<file path="config.mk">
export PLATFORM = sky130hd
export DESIGN_NAME = adc_channel_config_compare
export DESIGN_NICKNAME = d
export VERILOG_FILES = /design/src/rtl/adc_chan_pkg.sv /design/src/rtl/adc_channel_config_compare.sv
export SDC_FILE = /design/constraint.sdc
export NUM_CORES = 1
export LEC_CHECK = 0
export BUFFER_PORTS_ARGS = -buffer_cell sky130_fd_sc_hd__buf_2
export CORE_ASPECT_RATIO = 1.1
export CORE_UTILIZATION = 55
export DETAILED_ROUTE_END_ITERATION = 10
export PLACE_DENSITY = 0.81
export REMOVE_ABC_BUFFERS = 1
export SYNTH_ARGS = -nofsm -noshare
export SYNTH_HDL_FRONTEND = slang
export SYNTH_SLANG_ARGS = --single-unit
</file>
<file path="constraint.sdc">
create_clock -name mclk -period 5.9 [get_ports mclk]
set_clock_uncertainty 0.2 [all_clocks]
set_input_delay 0.59 -clock mclk [delete_from_list [all_inputs] [get_ports mclk]]
set_output_delay 0.59 -clock mclk [all_outputs]
set_load 0.01 [all_outputs]
</file>
<file path="src/rtl/adc_chan_pkg.sv">
// Package: register map, field layout and codes for the converter channel control block
package adc_chan_pkg;

  // Byte addresses on the register bus (one aligned word each)
  localparam logic [7:0] OFF_GLOBAL_CTRL   = 8'h00; // Global control, launch bits 5:2
  localparam logic [7:0] OFF_RESULT_LOW    = 8'h10; // Low result byte
  localparam logic [7:0] OFF_RESULT_HIGH   = 8'h14; // High result byte
  localparam logic [7:0] OFF_COMPARE_LOW   = 8'h18; // Low compare byte
  localparam logic [7:0] OFF_COMPARE_HIGH  = 8'h1C; // High compare byte
  localparam logic [7:0] OFF_CHAN_CTRL     = 8'h20; // Channel control
  localparam logic [7:0] OFF_INPUT_SELECT  = 8'h24; // Input select
  localparam logic [7:0] OFF_IRQ_CTRL      = 8'h28; // Interrupt control
  localparam logic [7:0] OFF_IRQ_FLAGS     = 8'h2C; // Interrupt flags
  localparam logic [7:0] OFF_CONV_CFG      = 8'h30; // Signedness and result format

  // Field positions
  localparam int LAUNCH_BIT      = 7; // Start bit in channel control
  localparam int GLOBAL_LAUNCH_LSB = 2; // Launch bits 5:2 in global control
  localparam int GAIN_LSB        = 2; // Gain code bits 4:2
  localparam int POS_LSB         = 3; // Positive select bits 6:3
  localparam int COND_LSB        = 2; // Interrupt condition bits 3:2

  // Reset values
  localparam logic [7:0] RST_BYTE = 8'h00;

  // Register read masks (reserved bits read as zero)
  localparam logic [7:0] MASK_CHAN_CTRL  = 8'h9F;
  localparam logic [7:0] MASK_INPUT_SEL  = 8'h7F;
  localparam logic [7:0] MASK_IRQ_CTRL   = 8'h0F;
  localparam logic [7:0] MASK_CONV_CFG   = 8'h03;

  // Input kind codes
  localparam logic [1:0] KIND_INTERNAL  = 2'h0;
  localparam logic [1:0] KIND_SINGLE    = 2'h1;
  localparam logic [1:0] KIND_DIFF      = 2'h2;
  localparam logic [1:0] KIND_DIFF_GAIN = 2'h3;

  // Interrupt condition codes
  localparam logic [1:0] COND_COMPLETE = 2'h0;
  localparam logic [1:0] COND_BELOW    = 2'h1;
  localparam logic [1:0] COND_ABOVE    = 2'h3;

  // Analog route kinds driven to the front end
  typedef enum logic [2:0]
  {
    ROUTE_PIN,
    ROUTE_TEMP,
    ROUTE_BANDGAP,
    ROUTE_SCALED_SUPPLY,
    ROUTE_DAC,
    ROUTE_PAD_GND,
    ROUTE_INT_GND,
    ROUTE_NONE
  } route_t;

  // Bus response codes
  localparam logic [1:0] RESP_OKAY   = 2'h0;
  localparam logic [1:0] RESP_SLVERR = 2'h2;

endpackage

</file>
<file path="src/rtl/adc_channel_config_compare.sv">
// Register-level control of one converter channel: compare, launch, gain, input routing, flag
//
// Function
// - Left-adjusted 12-bit: low nibble bits 7:4, rest zero
// - 16-bit compare value over high/low bytes
// - Low compare byte at 0x18, RW, resets zero
// - Start bit launches, self-clears, re-set ignored
// - Start bit aliases global launch bit
// - Gain code 000..110 doubling, 111 half
// - Unsigned mode: internal, single-ended, others reserved
// - Signed mode: internal, single, differential, diff gain
// - Input kind change may flush pipeline data
// - Internal positive: temp, bandgap, supply/10, DAC
// - Single/differential: positive code picks pin
// - Diff gain: pins 0..7, top bit reserved
// - Negative select used only for differential
// - Diff no gain: pins 0..3, pad, internal ground
// - Diff gain: pins 4..7, internal, pad ground
// - Condition: complete, below, above; 10 reserved
// - Nonzero level with flag set requests interrupt
// - Flag sets on event, clears on service or one
//
// Decided for this implementation: the AXI4-Lite register port.
`timescale 1ns/1ns

module adc_channel_config_compare #(
  parameter int CHANNEL = 0 // Which global launch bit this channel owns (0..3)
)(
  // Clock and reset
  input  wire logic        mclk,
  input  wire logic        rst_n,
  // AXI4-Lite write address
  input  wire logic [7:0]  s_axi_awaddr,
  input  wire logic        s_axi_awvalid,
  output logic             s_axi_awready,
  // AXI4-Lite write data
  input  wire logic [31:0] s_axi_wdata,
  input  wire logic [3:0]  s_axi_wstrb,
  input  wire logic        s_axi_wvalid,
  output logic             s_axi_wready,
  // AXI4-Lite write response
  output logic [1:0]       s_axi_bresp,
  output logic             s_axi_bvalid,
  input  wire logic        s_axi_bready,
  // AXI4-Lite read address
  input  wire logic [7:0]  s_axi_araddr,
  input  wire logic        s_axi_arvalid,
  output logic             s_axi_arready,
  // AXI4-Lite read data
  output logic [31:0]      s_axi_rdata,
  output logic [1:0]       s_axi_rresp,
  output logic             s_axi_rvalid,
  input  wire logic        s_axi_rready,
  // Conversion pipeline side
  input  wire logic        conv_started,
  input  wire logic        conv_done,
  input  wire logic [11:0] conv_result,
  input  wire logic        irq_serviced,
  output logic             conv_launch,
  output logic             pipeline_flush,
  // Analog front-end setup
  output logic [2:0]       gain_code,
  output logic [7:0]       gain_factor_x2,
  output logic             gain_stage_used,
  output adc_chan_pkg::route_t pos_route,
  output logic [3:0]       pos_pin,
  output adc_chan_pkg::route_t neg_route,
  output logic [3:0]       neg_pin,
  output logic             select_reserved,
  // Interrupt request
  output logic             irq_request,
  output logic [1:0]       irq_level
);

  // All state of the block
  typedef struct packed {
    logic        awready;      // Write address taken, waiting for data
    logic [7:0]  awaddr;       // Held write address
    logic        wfull;        // Write data taken
    logic [31:0] wdata;        // Held write data
    logic [3:0]  wstrb;        // Held strobes
    logic        bvalid;       // Write response pending
    logic [1:0]  bresp;        // Write response code
    logic        rvalid;       // Read data pending
    logic [31:0] rdata;        // Read data
    logic [1:0]  rresp;        // Read response code
    logic        launch;       // Start bit, shared with global view
    logic [2:0]  gain;         // Gain code
    logic [1:0]  kind;         // Input kind
    logic [3:0]  pos_sel;      // Positive select
    logic [2:0]  neg_sel;      // Negative select
    logic [15:0] threshold;    // Compare value
    logic [1:0]  cond;         // Interrupt condition
    logic [1:0]  level;        // Interrupt level
    logic        flag;         // Channel flag
    logic        signed_mode;  // Conversion signedness
    logic        left_adjust;  // Result format
    logic [11:0] result;       // Last result
    logic        flush;        // Pipeline flush pulse
  } state_t;

  state_t st;       // Registered state
  state_t next_st;  // Next state

  logic aw_take;  // Address accepted this cycle
  logic w_take;   // Data accepted this cycle

  // Signed or unsigned comparison of result against threshold
  function automatic logic below_threshold(input logic [15:0] res, input logic [15:0] thr, input logic sgn);
    if (sgn)
      below_threshold = $signed(res) < $signed(thr);
    else
      below_threshold = res < thr;
  endfunction

  // Low result byte as seen by software
  function automatic logic [7:0] low_byte(input logic [11:0] res, input logic left);
    if (left)
      low_byte = {res[3:0], 4'h0};
    else
      low_byte = res[7:0];
  endfunction

  // 16-bit view of a 12-bit result, sign-extended in signed mode
  logic [15:0] result_wide;
  assign result_wide = st.signed_mode ? {{4{st.result[11]}}, st.result} : {4'h0, st.result};

  // The two compare outcomes for the incoming result
  logic [15:0] incoming_wide;
  logic        is_below;
  logic        is_above;
  assign incoming_wide = st.signed_mode ? {{4{conv_result[11]}}, conv_result} : {4'h0, conv_result};
  assign is_below = below_threshold(incoming_wide, st.threshold, st.signed_mode);
  assign is_above = below_threshold(st.threshold, incoming_wide, st.signed_mode);

  // Handshake outputs are combinational on held slots
  assign s_axi_awready = ~st.awready & ~st.bvalid;
  assign s_axi_wready  = ~st.wfull & ~st.bvalid;
  assign s_axi_arready = ~st.rvalid; // One read answer at a time
  assign aw_take       = s_axi_awvalid & s_axi_awready;
  assign w_take        = s_axi_wvalid & s_axi_wready;

  // Next-state logic: bus slave, registers, launch and flag
  always_comb
  begin
    logic       do_write;   // Both halves of a write present
    logic [7:0] wb;         // Byte lane 0 of the write
    logic       event_hit;  // Flag-setting event
    logic [7:0] rbyte;      // Read byte
    logic       rhit;       // Read address is mapped
    logic       whit;       // Write address is mapped
    state_t     held;       // State before a write lands
    do_write  = 1'b0;
    wb        = 8'h00;
    event_hit = 1'b0;
    rbyte     = 8'h00;
    rhit      = 1'b1;
    whit      = 1'b1;
    held      = st;
    next_st   = st;
    next_st.flush = 1'b0;

    // Capture write address and data in either order
    if (aw_take)
    begin
      next_st.awready = 1'b1;
      next_st.awaddr  = s_axi_awaddr;
    end
    if (w_take)
    begin
      next_st.wfull = 1'b1;
      next_st.wdata = s_axi_wdata;
      next_st.wstrb = s_axi_wstrb;
    end

    // Conversion begins: hardware clears the start bit
    if (conv_started)
      next_st.launch = 1'b0;

    // Completed conversion stores result and may set the flag
    if (conv_done)
    begin
      next_st.result = conv_result;
      case (st.cond)
        adc_chan_pkg::COND_COMPLETE: event_hit = 1'b1;
        adc_chan_pkg::COND_BELOW:    event_hit = is_below;
        adc_chan_pkg::COND_ABOVE:    event_hit = is_above;
        default:         event_hit = 1'b0; // Reserved code never flags
      endcase
    end

    // Service of the interrupt clears the flag
    if (irq_serviced)
      next_st.flag = 1'b0;

    // Perform the write once both halves are held
    do_write = st.awready & st.wfull;
    wb       = st.wdata[7:0];
    if (do_write)
    begin
      next_st.awready = 1'b0;
      next_st.wfull   = 1'b0;
      next_st.bvalid  = 1'b1;
      // Snapshot: a write with lane 0 off changes no register
      held = next_st;
      begin
        case (st.awaddr)
          adc_chan_pkg::OFF_GLOBAL_CTRL:
            if (wb[adc_chan_pkg::GLOBAL_LAUNCH_LSB + CHANNEL] && !st.launch)
              next_st.launch = 1'b1;
          adc_chan_pkg::OFF_COMPARE_LOW:
            next_st.threshold[7:0] = wb;
          adc_chan_pkg::OFF_COMPARE_HIGH:
            next_st.threshold[15:8] = wb;
          adc_chan_pkg::OFF_CHAN_CTRL:
          begin
            // A one while set does nothing, even as a conversion begins
            if (wb[adc_chan_pkg::LAUNCH_BIT] && !st.launch)
              next_st.launch = 1'b1;
            next_st.gain = wb[adc_chan_pkg::GAIN_LSB +: 3];
            next_st.kind = wb[1:0];
            // A change of input kind flushes data in flight
            if (wb[1:0] != st.kind)
              next_st.flush = 1'b1;
          end
          adc_chan_pkg::OFF_INPUT_SELECT:
          begin
            next_st.pos_sel = wb[adc_chan_pkg::POS_LSB +: 4];
            next_st.neg_sel = wb[2:0];
          end
          adc_chan_pkg::OFF_IRQ_CTRL:
          begin
            next_st.cond  = wb[adc_chan_pkg::COND_LSB +: 2];
            next_st.level = wb[1:0];
          end
          adc_chan_pkg::OFF_IRQ_FLAGS:
            if (wb[0])
              next_st.flag = 1'b0;
          adc_chan_pkg::OFF_CONV_CFG:
          begin
            next_st.signed_mode = wb[0];
            next_st.left_adjust = wb[1];
          end
          adc_chan_pkg::OFF_RESULT_LOW, adc_chan_pkg::OFF_RESULT_HIGH:
            whit = 1'b1; // Read-only, write ignored
          default:
            whit = 1'b0;
        endcase
      end
      if (!st.wstrb[0])
        next_st = held;
      next_st.bresp = whit ? adc_chan_pkg::RESP_OKAY : adc_chan_pkg::RESP_SLVERR;
    end

    // Set wins over any clear in the same cycle
    if (event_hit)
      next_st.flag = 1'b1;

    // Write response handshake
    if (st.bvalid && s_axi_bready)
      next_st.bvalid = 1'b0;

    // Read: decode and hold until taken
    if (s_axi_arvalid && !st.rvalid)
    begin
      case (s_axi_araddr)
        adc_chan_pkg::OFF_GLOBAL_CTRL:
          rbyte = 8'(st.launch) << (adc_chan_pkg::GLOBAL_LAUNCH_LSB + CHANNEL);
        adc_chan_pkg::OFF_RESULT_LOW:   rbyte = low_byte(st.result, st.left_adjust);
        adc_chan_pkg::OFF_RESULT_HIGH:
          rbyte = st.left_adjust ? st.result[11:4] : result_wide[15:8];
        adc_chan_pkg::OFF_COMPARE_LOW:  rbyte = st.threshold[7:0];
        adc_chan_pkg::OFF_COMPARE_HIGH: rbyte = st.threshold[15:8];
        adc_chan_pkg::OFF_CHAN_CTRL:
          rbyte = {st.launch, 2'h0, st.gain, st.kind} & adc_chan_pkg::MASK_CHAN_CTRL;
        adc_chan_pkg::OFF_INPUT_SELECT:
          rbyte = {1'b0, st.pos_sel, st.neg_sel} & adc_chan_pkg::MASK_INPUT_SEL;
        adc_chan_pkg::OFF_IRQ_CTRL:
          rbyte = {4'h0, st.cond, st.level} & adc_chan_pkg::MASK_IRQ_CTRL;
        adc_chan_pkg::OFF_IRQ_FLAGS:    rbyte = {7'h00, st.flag};
        adc_chan_pkg::OFF_CONV_CFG:
          rbyte = {6'h00, st.left_adjust, st.signed_mode} & adc_chan_pkg::MASK_CONV_CFG;
        default:
        begin
          rbyte = 8'h00;
          rhit  = 1'b0; // Unmapped address answers an error
        end
      endcase
      next_st.rvalid = 1'b1;
      next_st.rdata  = {24'h000000, rbyte};
      next_st.rresp  = rhit ? adc_chan_pkg::RESP_OKAY : adc_chan_pkg::RESP_SLVERR;
    end
    else if (st.rvalid && s_axi_rready)
      next_st.rvalid = 1'b0;

    // Synchronous reset to defined values
    if (!rst_n)
    begin
      next_st = '0;
      next_st.threshold = {adc_chan_pkg::RST_BYTE, adc_chan_pkg::RST_BYTE};
    end
  end

  // Register the whole state
  always_ff @(posedge mclk)
  begin
    st <= next_st;
  end

  // Input routing decode for the analog front end
  always_comb
  begin
    logic [1:0] eff_kind; // Kind used for the decode, equal to st.kind in both modes
    eff_kind        = st.kind;
    pos_route       = adc_chan_pkg::ROUTE_NONE;
    pos_pin         = 4'h0;
    neg_route       = adc_chan_pkg::ROUTE_NONE;
    neg_pin         = 4'h0;
    select_reserved = 1'b0;
    // Differential kinds exist only in signed mode
    if (!st.signed_mode && st.kind[1])
      select_reserved = 1'b1;
    case (eff_kind)
      adc_chan_pkg::KIND_INTERNAL:
        case (st.pos_sel)
          4'h0:    pos_route = adc_chan_pkg::ROUTE_TEMP;
          4'h1:    pos_route = adc_chan_pkg::ROUTE_BANDGAP;
          4'h2:    pos_route = adc_chan_pkg::ROUTE_SCALED_SUPPLY;
          4'h3:    pos_route = adc_chan_pkg::ROUTE_DAC;
          default: select_reserved = 1'b1;
        endcase
      adc_chan_pkg::KIND_SINGLE, adc_chan_pkg::KIND_DIFF:
      begin
        pos_route = adc_chan_pkg::ROUTE_PIN;
        pos_pin   = st.pos_sel;
        if (eff_kind == adc_chan_pkg::KIND_DIFF)
        begin
          // Negative side only matters for differential
          case (st.neg_sel)
            3'h0, 3'h1, 3'h2, 3'h3:
            begin
              neg_route = adc_chan_pkg::ROUTE_PIN;
              neg_pin   = {2'h0, st.neg_sel[1:0]};
            end
            3'h5:    neg_route = adc_chan_pkg::ROUTE_PAD_GND;
            3'h7:    neg_route = adc_chan_pkg::ROUTE_INT_GND;
            default: select_reserved = 1'b1;
          endcase
        end
      end
      adc_chan_pkg::KIND_DIFF_GAIN:
      begin
        if (st.pos_sel[3])
          select_reserved = 1'b1;
        else
        begin
          pos_route = adc_chan_pkg::ROUTE_PIN;
          pos_pin   = st.pos_sel;
        end
        case (st.neg_sel)
          3'h0, 3'h1, 3'h2, 3'h3:
          begin
            neg_route = adc_chan_pkg::ROUTE_PIN;
            neg_pin   = {2'h1, st.neg_sel[1:0]};
          end
          3'h4:    neg_route = adc_chan_pkg::ROUTE_INT_GND;
          3'h7:    neg_route = adc_chan_pkg::ROUTE_PAD_GND;
          default: select_reserved = 1'b1;
        endcase
      end
      default: select_reserved = 1'b1;
    endcase
  end

  // Gain: factor in halves so that the 1/2 setting stays integral
  assign gain_code       = st.gain;
  assign gain_factor_x2  = (st.gain == 3'h7) ? 8'h01 : 8'(8'h02 << st.gain);
  // Gain stage only in the differential-with-gain route; elsewhere software must not count on it
  assign gain_stage_used = st.signed_mode && (st.kind == adc_chan_pkg::KIND_DIFF_GAIN);

  // Pipeline side outputs
  assign conv_launch    = st.launch;
  assign pipeline_flush = st.flush;

  // Interrupt request while flag set and level nonzero
  assign irq_request = st.flag && (st.level != 2'h0);
  assign irq_level   = st.level;

  // Bus outputs from the state
  assign s_axi_bvalid = st.bvalid;
  assign s_axi_bresp  = st.bresp;
  assign s_axi_rvalid = st.rvalid;
  assign s_axi_rdata  = st.rdata;
  assign s_axi_rresp  = st.rresp;

endmodule // adc_channel_config_compare

</file>
==> results of run 1 <==
==> cell families (layout without fill, tap and decap cells) <==
family	after synthesis	in the layout	synth area share
xor+xnor	4	4	0.006634
other cells	1	27	0.0007102
buf+inv	113	144	0.1109
fa+ha+maj	30	30	0.07109
flops	80	80	0.3033
mux	57	57	0.1137
compound gates	134	134	0.1725
simple gates	216	216	0.2211
==> how the worst max path moves through the flow <==
stage	cells past startpoint	to	startpoint	slack, ps
final	8	st[15]	st[14]	2820
after global routing	8	st[15]	st[14]	2670
after CTS	8	st[15]	st[14]	2860
after detailed placement	9	st[15]	conv_result[11]	2770
after global placement	9	st[15]	conv_result[11]	2800
after floorplan	8	st[15]	conv_result[11]	3150
==> layer usage <==
metal | vias up | track usage | share of wire
met4 | 0 | 0.1205 | 0.030
met5 | - | 0 | 0
met1 | 2105 | 0.3350 | 0.43
met2 | 165 | 0.4291 | 0.48
met3 | 25 | 0.02984 | 0.052
li1 | 2222 | - | -
==> final cells by class <==
type                            count  share of cell area
Clock buffer                        9             0.02167
Clock inverter                      7            0.009413
Inverter                           35             0.02299
Multi-Input combinational cell    468              0.5582
Sequential cell                    80              0.2802
Tap cell                          117             0.02561
Timing Repair Buffer               93             0.08187
==> worst min-delay path: stages (launching register included) <==
cell and delay [ps]:
dfxtp_1 320, nand2_1 50, a21boi_1 50
==> flip-flops by register name (all words and copies together) (netlist names) <==
name / cells
st: 61
gain_code: 3
s_axi_rdata: 8
pipeline_flush: 1
conv_launch: 1
s_axi_rvalid: 1
irq_level: 2
s_axi_rresp: 1
s_axi_bvalid: 1
s_axi_bresp: 1
==> report_power, final <==
part           total, uW  switching (uW)  leakage, uW  internal, uW
registers            577            21.3     0.000651           556
clock network        374             219    0.0000822           155
logic                123            72.7      0.00169          49.8
==> cells in the final DEF, fill, tap and decap left out, types with 9 or more instances in the layout <==
| cell type | n |
|---|---|
| buf_2 | 92 |
| dfxtp_1 | 80 |
| nand2_1 | 73 |
| nor2b_1 | 54 |
| mux2i_1 | 51 |
| inv_1 | 35 |
| ha_1 | 30 |
| conb_1 | 27 |
| a21oi_1 | 25 |
| a21boi_0 | 20 |
| o21ai_0 | 19 |
| nor2_1 | 19 |
| a22oi_1 | 12 |
| o21ai_1 | 12 |
| and2_1 | 11 |
| nor3_1 | 9 |
| clkbuf_8 | 9 |
==> metrics by stage <==
step / util / hold WS [ps] / power [uW] / setup slack, ps
2_1_floorplan: - / 243.1 / 653.4 / 3153
3_3_place_gp: 0.5922 / 245.3 / 706.7 / 2802
3_5_place_dp: 0.5922 / 250.3 / 711.9 / 2767
4_1_cts: 0.6112 / 262.4 / 1082 / 2860
5_1_grt: 0.6112 / 273.0 / 1126 / 2667
6_report: 0.6112 / 258.5 / 1074 / 2821
==> run metrics, run 1 <==
post-synth cell types=63; top cell family by delay on the critical path=compound AO/OA/AOI/OAI gates; # fillers=865; final instance area=5715 um2; Site Rows=37; Synth Area per Inst=8.315 um2; antenna violations before repair=0; Worst Path Buf+Inv=0; NumNets Final=791; Hold Buf Count CTS=0; Crit. End Element=flop; n_diodes=0; clk_lat worst skew=360 ps; peak supply drop=0.1349 mV; die width=95.42 um; Routed WL=12,730 um; flop and latch count out of synthesis=80; CTS root buffer=clkbuf_8; Final min period=3079 ps; clk buf depth=2; placed cell area=5538 um2; core area=9351 um2; post-route ant nets=0; Reg area=1602 um2; Worst Hold Class=reg2reg; Post-synth EDFFs=0; Worst Reg-to-Reg Cells=8; required time worst endpoint=5950 ps; CTS Buf Count=9; Worst EP arrival=3130 ps; sequential fraction of the synthesis area=0.3033; most used cell, CP=nand2_1; Layout Area Growth over Synthesis=8.246%; number of global-route vias before repair=4,079; crit-path max cell delay=630 ps; DP Cell Count=793; top post-synthesis cells by area=dfxtp_1 30%, mux2i_1 9.7%, ha_1 7.1%; CTS tree=built; Final Hold Viols=0; # IOs=147; all-layer global routing usage=0.2606; total negative slack=0 ps; Via-to-Cell Ratio=5.583; HP Start=s_axi_rdata[0]; die area=9996 um2; Hold Path End=s_axi_rdata[0]; Slew @ Worst Pin=1093 ps; htree depth=3; Post-synth ARST share=0; achievable frequency=324.7 MHz; Final Wtd Congestion=0.9478; initial drt markers=330; final slew viol count=0; largest net degree at the start of global routing=84; PD cells=187.9 nW/um2; Post-Syn Instances=635; largest area contributor in the netlist=dfxtp_1; setup slack, reg-to-reg=2820 ps; final setup vio count=0; crit path kind=reg2reg; drt first pass iters=5; YS warnings=0; Rel. slew slack=0.2612; r2r endpoint=st[15]; Die Y=104.8 um; worst r2r src=st[14]; multi-input combinational cell area=3191 um2; clk sink count=80; RSZ-0062 raised after global routing=no; wire length per cell=15.74 um; vias=4,517; post-synth top area share=0.3033; Congestion Overflow GR=0; DRC=0; postcts setup bufs=0; hold depth=2; layout cells sized above 1=0.1749; Initial Utilization=0.5646; critical path, cell by cell=nand2_1 > ha_1 > nand2_1 > a2111oi_4 > nand2_2 > or3_1 > a31o_1 > o32a_1; PostCTS Resize Cnt=0; Max Cap Violations=0; post-DP HPWL=9506 um; startpoint types=flop; Slowest cell on crit path=dfxtp_1; Period Utilization, post-route=0.5219; Lkg Pwr=0.002427 uW; most common cell in the netlist=dfxtp_1; outcome=complete, no violations; Synth Flop Type=dfxtp_1; post-route insts no fill=809; Mapped Area=5280 um2; first-pass GRT wire length=20,170 um; list of most frequent post-synthesis cells=80 x dfxtp_1, 73 x nand2_1, 54 x nor2b_1, 51 x mux2i_1, 43 x buf_4; crit-path max FO=13; clock transition at the registers of the reported paths=90 ps; Port Buffers=92
Note: power is estimated with default switching activity, not from simulation.
==> run 2: changes to the inputs <==
--- a/config.mk
+++ b/config.mk
@@ -5,11 +5,12 @@
 export SDC_FILE = /design/constraint.sdc
 export NUM_CORES = 1
 export LEC_CHECK = 0
+export ABC_AREA = 1
 export BUFFER_PORTS_ARGS = -buffer_cell sky130_fd_sc_hd__buf_2
 export CORE_ASPECT_RATIO = 1.1
-export CORE_UTILIZATION = 55
+export CORE_UTILIZATION = 47
 export DETAILED_ROUTE_END_ITERATION = 10
-export PLACE_DENSITY = 0.81
+export PLACE_DENSITY = 0.75
 export REMOVE_ABC_BUFFERS = 1
 export SYNTH_ARGS = -nofsm -noshare
 export SYNTH_HDL_FRONTEND = slang
==> constraint.sdc (replaced) <==
create_clock -name mclk -period 2.8 [get_ports mclk]
set_clock_uncertainty 0.2 [all_clocks]
set_input_delay 0.28 -clock mclk [delete_from_list [all_inputs] [get_ports mclk]]
set_output_delay 0.28 -clock mclk [all_outputs]
set_load 0.01 [all_outputs]
==> run metrics, run 2 <==
outcome=complete, no violations; post-synth top area share=0.3245; sw frac=0.2926; Post-Syn Instances=714; multi-input combinational cell area=2683 um2; Post-synth ARST share=0; CTS Buf Count=9; clock group share of total power=0.368; DP Cell Count=914; post-synthesis mux area share=0; Post-synth EDFFs=0; crit-path max FO=8; first-pass GRT wire length=21,640 um; Final min period=2430 ps; die area=10,910 um2; crit-path max cell delay=430 ps; core area=10,030 um2; post-synth cell types=43; Reg area=1602 um2; Final Wtd Congestion=0.9290; DRC=0; Routed WL=13,590 um; final setup vio count=0; Mapped Area=4935 um2; achievable frequency=411.6 MHz; wire length per cell=14.29 um; largest family of logic cells by synthesized area=simple AND/OR/NAND/NOR gates; clk sink count=80; final slew viol count=0; peak supply drop=0.3976 mV; sequential fraction of the synthesis area=0.3245; Layout Area Growth over Synthesis=15.37%; Int Power=1710 uW; NumNets Final=910; Rel. slew slack=0.4883; Flop pwr share=0.505; htree depth=3; Lkg Pwr=0.002591 uW; largest net degree at the start of global routing=56; Comb pwr share=0.127; antenna violations before repair=0; Congestion Overflow GR=0; Most flops, register=st; clk buf depth=2; Final Hold Viols=0; post-route ant nets=0; Worst EP arrival=1950 ps; n_diodes=0; post-route insts no fill=951; Via-to-Cell Ratio=5.211; Synth Area in Adders=0.07606; Initial Utilization=0.4919; top post-synthesis cells by area=dfxtp_1 32%, nand2_1 8.8%, o21ai_0 7.9%; vias=4,956; PD cells=424.6 nW/um2; critical path, cell by cell=inv_1 > ha_1 > inv_1 > nand2_1 > nor3_1 > buf_2; total negative slack=0 ps; RSZ-0062 raised after global routing=no; CTS tree=built; xor/xnor share of the synthesized area=0.001775; Compound-Gate Fraction of Synth Area=0.2110; # IOs=147; flip-flop count of the largest register after layout=61; Synth Area per Inst=6.911 um2; clk_lat worst skew=360 ps; switching pwr=707.4 uW; die width=99.70 um; flop and latch count out of synthesis=80; Worst Hold Class=in2reg; Synth Area in Simple Gates=0.2343; PostCTS Resize Cnt=0; Design Power=2417 uW; Slowest cell on crit path=dfxtp_1; post-DP HPWL=10,430 um; YS warnings=0; most common cell after layout, fill and taps aside=nand2_1; required time worst endpoint=2320 ps; number of global-route vias before repair=4,560; most used cell, CP=inv_1; Max Cap Violations=0; drt first pass iters=6; # fillers=976; all-layer global routing usage=0.2540; Crit. End Element=output port; clock transition at the registers of the reported paths=90 ps; startpoint types=flop; Die Y=109.5 um; Site Rows=38; most frequent cells in the layout=116 x nand2_1, 92 x buf_2, 84 x inv_1; list of most frequent post-synthesis cells=116 x nand2_1, 84 x inv_1, 80 x dfxtp_1, 78 x o21ai_0, 75 x nor2_1; Period Utilization, post-route=0.8677; CTS root buffer=clkbuf_8; Port Buffers=92; initial drt markers=318; Synth Flop Type=dfxtp_1; layout cells sized above 1=0.1726; Slew @ Worst Pin=758.0 ps; crit path kind=reg2out; largest area contributor in the netlist=dfxtp_1; most common cell in the netlist=nand2_1
==> run 2: cell count changes in the layout (fill, tap and decap cells not counted), moves of 17 or more <==
cell,delta
o21ai_0,+59
nor2_1,+56
nor2b_1,-54
mux2i_1,-51
a21oi_1,+49
inv_1,+49
nand2_1,+43
dlygate4sd3_1,+21
a21boi_0,-20
nor3_1,+17
==> run 2: power groups by stage <==
stage | Clock [uW] | Combinational, uW | Sequential, uW
after floorplan | 0 | 171 | 1230
after global placement | 0 | 271 | 1240
after detailed placement | 0 | 280 | 1250
after CTS | 897 | 304 | 1220
after global routing | 949 | 346 | 1230
final | 889 | 308 | 1220
==> run 2: per-stage QoR <==
stage          worst slack [ps]  cell area, um2  hold slack (ps)  utilization
2_1_floorplan             784.4            4614            169.4            -
3_3_place_gp              747.3            5280            251.6       0.5263
3_5_place_dp              664.4            5280            254.4       0.5263
4_1_cts                   372.1            5693           0.5655       0.5675
5_1_grt                   143.3            5693            17.85       0.5675
6_report                  370.5            5693            3.565       0.5675
==> run 2: kinds of logic (layout without fill, tap and decap cells) <==
| group | Yosys count | in the layout |
|---|---|---|
| buffers and inverters | 150 | 221 |
| other | 1 | 27 |
| flip-flops | 80 | 80 |
| adder cells (fa/ha/maj) | 30 | 30 |
| XOR/XNOR | 1 | 1 |
| AND/OR/NAND/NOR | 263 | 263 |
| AO/OA/AOI/OAI | 189 | 189 |
==> run 2: critical path, delay by kind of cell (launching register included) <==
family / cells / cell delay, ps
DFF: 1 / 430
and+or+nand+nor: 2 / 330
adders and majority gates: 1 / 320
buffers and inverters: 3 / 500
==> run 2: routing by layer <==
metal  GRT usage  routed length, um  share of wire  vias up
li1            -                  -              -     2460
met1      0.3005               5789           0.43     2281
met2      0.4483               6688           0.49      187
met3     0.04768                727          0.054       28
met4      0.1124                382          0.028        0
met5           0                  0              0        -
==> run 2: layout make-up <==
class                   instances  share of cell area
clock inverters                 7             0.01385
clock buffers                   9             0.02176
flip-flops and latches         80              0.2813
inverters                      88             0.05802
multi-input cells             510              0.4712
well taps                     140             0.03077
repair buffers                117              0.1231
==> run 2: path summary, 6_finish.rpt <==
path,to,from,cells past startpoint,slack [ps]
max reg2reg,st[15],st[14],12,660
min,st[128],s_axi_awaddr[4],3,4
max,neg_pin[0],st[43],6,370
min reg2reg,s_axi_rdata[5],s_axi_rdata[5],2,270
==> run 2: timing repair <==
action                                  CTS  global route
setup buffers                             0             0
endpoints found under the hold margin    21             0
hold buffers                             21             0
endpoints found under the setup margin    0             0
